--- config.mk ---
export PLATFORM = sky130hd
export DESIGN_NAME = clock_fanout
export DESIGN_NICKNAME = d
export VERILOG_FILES = /design/src/hdl/clock_fanout_pkg.sv /design/src/hdl/clock_fanout.sv
export SDC_FILE = /design/constraint.sdc
export NUM_CORES = 1
export LEC_CHECK = 0
export BUFFER_PORTS_ARGS = -buffer_cell sky130_fd_sc_hd__buf_4
export CAP_MARGIN = 10
export CELL_PAD_IN_SITES_DETAIL_PLACEMENT = 0
export CELL_PAD_IN_SITES_GLOBAL_PLACEMENT = 2
export CORE_MARGIN = 2
export CORE_UTILIZATION = 40
export DETAILED_ROUTE_END_ITERATION = 8
export PLACE_DENSITY = 0.75
export SLEW_MARGIN = 10
export SYNTH_ARGS = -nofsm -noshare
export SYNTH_HDL_FRONTEND = slang
export SYNTH_SLANG_ARGS = --single-unit
--- constraint.sdc ---
create_clock -name CLK -period 2.9 [get_ports CLK]
set_input_delay 0.58 -clock CLK [delete_from_list [all_inputs] [get_ports CLK]]
set_output_delay 0.58 -clock CLK [all_outputs]
set_load 0.05 [all_outputs]
--- src/hdl/clock_fanout_pkg.sv ---
// Purpose: Shared constants and types for the clock fan-out model
// Assumes: One sampling clock at 10 MHz; reference far slower than it
// Notes: Times are given in their own unit and converted to cycles here
package clock_fanout_pkg;
    localparam int CLK_FREQ_KHZ = 10000;
    localparam int LOCK_TIME_US = 1000;
    // Longest time rounds down
    localparam int LOCK_CYCLES = LOCK_TIME_US * CLK_FREQ_KHZ / 1000;
    localparam int BANK_A_WIDTH = 5;
    localparam int BANK_B_WIDTH = 4;
    localparam int PIN_COUNT = 5;
    localparam int PER_WIDTH = 8;
    localparam int LOCK_WIDTH = 16;
    // Reference treated as stopped once a period reaches this count
    localparam logic [PER_WIDTH-1:0] PER_STALL = 8'hFF;
    // Feedback edge may trail the reference edge by this many cycles
    // Output flop and feedback synchroniser delay the return by five
    localparam logic [PER_WIDTH-1:0] FB_WINDOW = 8'h06;
    localparam logic [PER_WIDTH-1:0] PER_RESET = 8'h00;
    localparam logic [LOCK_WIDTH-1:0] LOCK_RESET = 16'h0000;
    localparam logic [PIN_COUNT-1:0] PIN_RESET = 5'h00;
    // Pin positions in the synchroniser vector
    localparam int PIN_REF = 0;
    localparam int PIN_FB = 1;
    localparam int PIN_EN_A = 2;
    localparam int PIN_EN_B = 3;
    localparam int PIN_STRAP = 4;

    typedef struct packed {
        logic [BANK_A_WIDTH-1:0] bank_a;
        logic [BANK_B_WIDTH-1:0] bank_b;
        logic feedback;
    } clock_outputs_type;

    typedef enum logic [0:0] {
        ACQUIRE,
        LOCKED
    } lock_state_type;
endpackage

--- src/hdl/clock_fanout.sv ---
// Purpose: Behavioural fan-out driver with loop lock and bypass strap
// Assumes: Reference, feedback, enables and strap are asynchronous pins
// Notes: Outputs are rebuilt on CLK, so edges carry CLK-period jitter
//
// What this block does
// - Two banks, five and four outputs, nine reference copies in all.
// - Bank A enable low holds its five outputs low; high lets them toggle.
// - Bank B enable low holds its four outputs low; high lets them toggle.
// - Enabled outputs match reference phase and rate; enables act alone.
// - Outside bypass, all outputs run high for half the period, rounded down, whatever the reference duty.
// - Feedback toggles whatever the enables; outside bypass, low while reference stopped.
// - Once locked, feedback rising edges land within six cycles after reference rising edges.
// - Alignment only after settling, which restarts on power-up or change.
// - Strap low bypasses the loop and buffers reference straight through.
// - Settling lasts at least one millisecond; timing undefined before lock.
`timescale 1ns/1ps
module clock_fanout
    import clock_fanout_pkg::*;
#(
    parameter int LOCK_COUNT = LOCK_CYCLES
) (
    input wire logic CLK,
    input wire logic RSTN,
    input wire logic REF_CLK_IN,
    input wire logic LOOP_FEEDBACK_IN,
    input wire logic BANK_A_ENABLE,
    input wire logic BANK_B_ENABLE,
    input wire logic ANALOG_SUPPLY_BYPASS_STRAP,
    output logic [BANK_A_WIDTH-1:0] BANK_A_CLOCK_OUT,
    output logic [BANK_B_WIDTH-1:0] BANK_B_CLOCK_OUT,
    output logic LOOP_FEEDBACK_OUT,
    output logic LOCK_FLAG
);
    logic rst_meta_q;
    logic rst_n_q;
    logic [PIN_COUNT-1:0] pin_raw;
    logic [PIN_COUNT-1:0] pin_s1_q;
    logic [PIN_COUNT-1:0] pin_s2_q;
    logic [PIN_COUNT-1:0] pin_s3_q;
    logic [PIN_COUNT-1:0] pin_q;
    logic ref_prev_q;
    logic fb_prev_q;
    logic [PER_WIDTH-1:0] cnt_q;
    logic [PER_WIDTH-1:0] cnt_d;
    logic [PER_WIDTH-1:0] per_q;
    logic [PER_WIDTH-1:0] phase_q;
    logic [PER_WIDTH-1:0] phase_d;
    logic fb_seen_q;
    logic [LOCK_WIDTH-1:0] lock_cnt_q;
    lock_state_type state_q;
    lock_state_type state_d;
    clock_outputs_type out_q;
    clock_outputs_type out_d;

    // Reset released through two flops so every flop leaves reset together
    always_ff @(posedge CLK or negedge RSTN) begin
        if (!RSTN) begin
            rst_meta_q <= 1'b0;
            rst_n_q <= 1'b0;
        end else begin
            rst_meta_q <= 1'b1;
            rst_n_q <= rst_meta_q;
        end
    end

    assign pin_raw[PIN_REF] = REF_CLK_IN;
    assign pin_raw[PIN_FB] = LOOP_FEEDBACK_IN;
    assign pin_raw[PIN_EN_A] = BANK_A_ENABLE;
    assign pin_raw[PIN_EN_B] = BANK_B_ENABLE;
    assign pin_raw[PIN_STRAP] = ANALOG_SUPPLY_BYPASS_STRAP;

    // Four flops per pin; a change is taken once stages two and three agree
    // Strap clears to bypass, harmless as the reference copy clears low
    genvar g;
    generate
        for (g = 0; g < PIN_COUNT; g++) begin : g_pin
            always_ff @(posedge CLK or negedge rst_n_q) begin
                if (!rst_n_q) begin
                    pin_s1_q[g] <= PIN_RESET[g];
                    pin_s2_q[g] <= PIN_RESET[g];
                    pin_s3_q[g] <= PIN_RESET[g];
                    pin_q[g] <= PIN_RESET[g];
                end else begin
                    pin_s1_q[g] <= pin_raw[g];
                    pin_s2_q[g] <= pin_s1_q[g];
                    pin_s3_q[g] <= pin_s2_q[g];
                    if (pin_s2_q[g] == pin_s3_q[g]) begin
                        pin_q[g] <= pin_s3_q[g];
                    end
                end
            end
        end
    endgenerate

    // One edge test serves the reference and the returning feedback
    function automatic logic rising(input logic now_lvl, input logic old_lvl);
        return now_lvl && !old_lvl;
    endfunction

    wire ref_level = pin_q[PIN_REF];
    wire ref_rise = rising(ref_level, ref_prev_q);
    wire fb_rise = rising(pin_q[PIN_FB], fb_prev_q);
    wire bypass = !pin_q[PIN_STRAP];
    // A stopped reference must not leave the banks frozen high
    wire stalled = (cnt_q == PER_STALL);
    wire [PER_WIDTH-1:0] new_per = cnt_q + 8'h01;
    wire per_change = ref_rise && (new_per != per_q);
    // Feedback must land just after the reference edge, once per period
    wire fb_late = fb_rise && (phase_q > FB_WINDOW);
    wire fb_missing = ref_rise && !fb_seen_q;
    wire disturb = per_change || stalled || fb_late || fb_missing;
    // Half of the measured period gives the even duty regardless of input
    wire gen_high = (phase_q < {1'b0, per_q[PER_WIDTH-1:1]});
    wire gen_clk = bypass ? ref_level : (gen_high && !stalled);

    assign cnt_d = ref_rise ? PER_RESET : (stalled ? cnt_q : cnt_q + 8'h01);
    // Generator phase restarts on each reference edge to hold alignment
    assign phase_d = ref_rise ? PER_RESET
                   : (phase_q == PER_STALL ? phase_q : phase_q + 8'h01);

    always_ff @(posedge CLK or negedge rst_n_q) begin
        if (!rst_n_q) begin
            ref_prev_q <= 1'b0;
            fb_prev_q <= 1'b0;
        end else begin
            ref_prev_q <= ref_level;
            fb_prev_q <= pin_q[PIN_FB];
        end
    end

    always_ff @(posedge CLK or negedge rst_n_q) begin
        if (!rst_n_q) begin
            cnt_q <= PER_RESET;
            per_q <= PER_RESET;
            phase_q <= PER_RESET;
        end else begin
            cnt_q <= cnt_d;
            phase_q <= phase_d;
            if (ref_rise) begin
                per_q <= new_per;
            end
        end
    end

    // A period with no returning edge means the board loop is open
    always_ff @(posedge CLK or negedge rst_n_q) begin
        if (!rst_n_q) begin
            fb_seen_q <= 1'b0;
        end else if (ref_rise) begin
            fb_seen_q <= fb_rise;
        end else if (fb_rise) begin
            fb_seen_q <= 1'b1;
        end
    end

    // Lock needs a steady period and a returning feedback edge
    always_comb begin
        state_d = state_q;
        case (state_q)
            ACQUIRE: begin
                if (!disturb && lock_cnt_q >= LOCK_COUNT[LOCK_WIDTH-1:0]) begin
                    state_d = LOCKED;
                end
            end
            LOCKED: begin
                if (disturb) begin
                    state_d = ACQUIRE;
                end
            end
            default: state_d = ACQUIRE;
        endcase
    end

    // Flag drops on the edge after any disturbance
    always_ff @(posedge CLK or negedge rst_n_q) begin
        if (!rst_n_q) begin
            state_q <= ACQUIRE;
        end else begin
            state_q <= state_d;
        end
    end

    // Counter saturates so a long lock never wraps into a false restart
    always_ff @(posedge CLK or negedge rst_n_q) begin
        if (!rst_n_q) begin
            lock_cnt_q <= LOCK_RESET;
        end else if (disturb) begin
            lock_cnt_q <= LOCK_RESET;
        end else if (lock_cnt_q != {LOCK_WIDTH{1'b1}}) begin
            lock_cnt_q <= lock_cnt_q + 16'h0001;
        end
    end

    // Banks gate the shared clock; feedback ignores both enables
    // Every pin of a bank takes the same gate term, so a bank never splits
    generate
        for (g = 0; g < BANK_A_WIDTH; g++) begin : g_bank_a
            assign out_d.bank_a[g] = gen_clk && pin_q[PIN_EN_A];
        end
        for (g = 0; g < BANK_B_WIDTH; g++) begin : g_bank_b
            assign out_d.bank_b[g] = gen_clk && pin_q[PIN_EN_B];
        end
    endgenerate
    assign out_d.feedback = gen_clk;

    always_ff @(posedge CLK or negedge rst_n_q) begin
        if (!rst_n_q) begin
            out_q <= '0;
        end else begin
            out_q <= out_d;
        end
    end

    assign BANK_A_CLOCK_OUT = out_q.bank_a;
    assign BANK_B_CLOCK_OUT = out_q.bank_b;
    assign LOOP_FEEDBACK_OUT = out_q.feedback;
    assign LOCK_FLAG = (state_q == LOCKED);
endmodule

==> flow_summary.json <==
{
  "synth_top_area_cell": "dfrtp_1",
  "synth.top_cell.area_share_pct": 55.4,
  "post-route-min-period_ns": 2.47,
  "cp_top_family": "compound AO/OA/AOI/OAI gates",
  "sequential_cell_area_fraction_in_the_yosys_report_pct": 55.4,
  "power_switching_share_pct": 35.9,
  "cp_cell_sequence": "ha_1 > and3_1 > xnor2_1 > xnor2_1 > o41a_1 > a211o_1 > nor3b_1",
  "via_count_of_the_first_global_routing_pass": 2078,
  "share_seq_of_total_power_pct": 44.1,
  "detailedRoute.firstIterationViolations": 97,
  "residual_drc_count": 0,
  "outcome": "completed",
  "post_synth_instance_area_um2": 3120,
  "core.rowCount": 32,
  "synth_cell_type_count": 39,
  "route.detailed.wl_per_inst_um": 13.7,
  "class_of_the_worst_hold_path": "primary input to flop",
  "maximum_fanout_along_the_worst_path": 17,
  "placement.setup.worst_slack_ns": 0.438,
  "timing.critical_path.slowest_cell_delay_ns": 0.51,
  "number_of_buffers_added_to_fix_hold_violations_after_cts": 1,
  "ff_latch_count_synth": 69,
  "design.die.area_um2": 8510,
  "number_of_iterations_in_the_first_detailed_routing_pass": 4,
  "power.switching_uw": 1030,
  "gr-usage-all-layers_pct": 15.3,
  "postSynthCellCount": 289,
  "start_util_pct": 40.8,
  "critical_path_required_ns": 3.15,
  "worst_ep_arrival_time_ns": 2.71,
  "hpwlAfterDp_um": 3940,
  "dieWidth_um": 92.3,
  "design.final.nets": 328,
  "grt_start_max_net_pins": 43,
  "non_filler_cell_area_final_um2": 3540,
  "dr_total_vias": 2053,
  "cp-end-kind": "flop",
  "yosys-top-cells-area": "dfrtp_1, xnor2_1, ha_1",
  "timing.final.crit_share_pct": 85.0,
  "max_clock_freq_mhz": 405,
  "syn_nets": 307,
  "synth_edf_count": 0,
  "register_to_register_path_setup_slack_ns": 0.43,
  "grt-ovfl-total": 0,
  "crit_path_frequent_cell": "xnor2_1",
  "cts_root_buffer": "clkbuf_8",
  "finalSetupTns_ns": 0,
  "worst_setup_path_start_kind": "flop",
  "wire_length_of_the_first_global_routing_pass_um": 9960,
  "postCtsSetupRepairBufs": 0,
  "warning_count_from_the_yosys_run": 0,
  "routed_wirelength_um": 5720,
  "max_slew.worst_pin.slew_ns": 0.955,
  "gp_congestion": 0.748,
  "postSynth.topFlopCell": "dfrtp_1",
  "avgSynthCellArea_um2": 10.8,
  "floorplan.core_area_um2": 7650,
  "insertedDiodeCount": 0,
  "yosys.cell_count.top_type": "dfrtp_1",
  "timing.critical_path.slowest_stage_cell": "a211o_1",
  "post_dp_cell_area_um2": 3320,
  "numPortBuffers": 17,
  "layout.core_utilization_pct": 46.3,
  "static-leakage-power_uw": 0.00160,
  "final_hold_viol_count": 0,
  "postSynth.asyncResetShare_pct": 100,
  "overall_power_consumption_uw": 2870,
  "clk_transition_reported_paths_ns": 0.08,
  "critPathKind": "flop to flop",
  "max_cap_viol_count": 0,
  "cts_inserted_buffers": 9,
  "synth.top_cells.by_count": "dfrtp_1, nor2_1, nand2_1, nand3_1, xnor2_1",
  "powerDensity_nw_per_um2": 810,
  "area_growth_pct": 13.5,
  "power_frac_comb_pct": 27.6,
  "antenna_found_initial": 0,
  "pwr-share-clk_pct": 28.3,
  "tritoncts_sinks": 69,
  "die-height_um": 92.3,
  "layout-drive-gt1-share_pct": 13.3,
  "tritoncts": "yes",
  "worstPathBufferInverterCount": 0,
  "via_per_inst": 4.92,
  "worstSkewPairLatency_ns": 0.34,
  "ir_drop_mv": 0.315,
  "clock_h_tree_levels": 3,
  "clk_path_buf_depth": 2,
  "report.final.setup_viol": 0,
  "io_pins": 18,
  "worst_path_setup_slack_after_routing_ns": 0.434,
  "timing.max_slew.rel_slack_pct": 36.3,
  "p_int_uw": 1840,
  "antenna_violating_nets_post_route": 0,
  "maxSlewViolCount": 0,
  "rsz_0062_raised_after_global_routing": "false",
  "cts_repair_resize_count": 0,
  "final.setup_skew_ns": 0.0118
}
==> routing by layer <==
layer / vias to the layer above / part of all wire (%) / GRT usage (%)
met3: 5 / 2.9 / 2.71
met5: - / 0 / 0
met2: 28 / 49 / 24.8
met4: 0 / 1.3 / 7.46
met1: 997 / 47 / 19.7
li1: 1023 / - / -
==> path summary, 6_finish.rpt <==
check,startpoint,end,cells past startpoint
setup / recovery,cnt_q[0],lock_cnt_q[12],7
hold reg to reg,pin_s1_q[3],pin_s2_q[3],0
setup reg to reg,cnt_q[0],lock_cnt_q[12],7
hold / removal,LOOP_FEEDBACK_IN,pin_s1_q[1],1
min in group asynchronous,rst_n_q,pin_s1_q[1],0
max in group asynchronous,rst_n_q,pin_s1_q[4],1
==> cells in the final DEF, fill, tap and decap left out, types with 2 or more instances in the layout <==
master / instances
dfrtp_1: 68
xnor3_1: 2
a21o_1: 2
nand4_1: 6
clkbuf_8: 10
a211oi_1: 3
xnor2_1: 16
o21ai_0: 13
inv_1: 11
and2_1: 4
a31oi_1: 5
nor2_2: 2
inv_6: 2
and3_1: 4
nor3_1: 6
a21oi_1: 8
nand3_1: 16
nand2_1: 25
maj3_1: 5
xor2_1: 13
nand2b_1: 3
buf_4: 22
ha_1: 11
o211ai_1: 3
nor2_1: 34
nor3b_1: 2
==> cells by family after synthesis <==
logic type,count (synthesis),share of synthesized area (%)
compound gates,40,8.11
buf+inv,24,4.21
fa+ha+maj,16,6.02
simple gates,107,16.2
mux,1,0.321
xor+xnor,31,9.59
other cells,1,0.120
flops,69,55.4
==> power groups by stage <==
stage          clock network (µW)  registers (µW)  logic (µW)
3_5_place_dp                    0            1290         799
3_3_place_gp                    0            1280         801
4_1_cts                       835            1270         805
2_1_floorplan                   0            1320         610
5_1_grt                       883            1300         887
6_report                      810            1260         792
==> stage by stage <==
step / cells / hold slack, ns
3_3_place_gp: 400 / 0.333
4_1_cts: 417 / 0.323
6_report: 417 / 0.342
5_1_grt: 417 / 0.324
2_1_floorplan: 289 / 0.284
3_5_place_dp: 400 / 0.335
==> sequential cells by signal (all words and copies together), names as in the netlist <==
name               count
fb_seen_q              1
BANK_B_CLOCK_OUT       1
rst_n_q                1
ref_prev_q             1
LOCK_FLAG              1
pin_s3_q               5
lock_cnt_q            16
cnt_q                  8
pin_q                  4
BANK_A_CLOCK_OUT       1
ref_level              1
pin_s2_q               5
fb_prev_q              1
LOOP_FEEDBACK_OUT      1
phase_q                8
pin_s1_q               5
per_q                  8
rst_meta_q             1
==> final cells by class <==
cell class / count / area, µm²
well taps: 102 / 128
multi-input cells: 196 / 1260
flip-flops and latches: 69 / 1730
clock buffers: 10 / 138
inverters: 11 / 41.3
fillers: 716 / 4110
clock inverters: 6 / 68.8
repair buffers: 23 / 175
No activity file was read; power rests on OpenSTA's default activity.
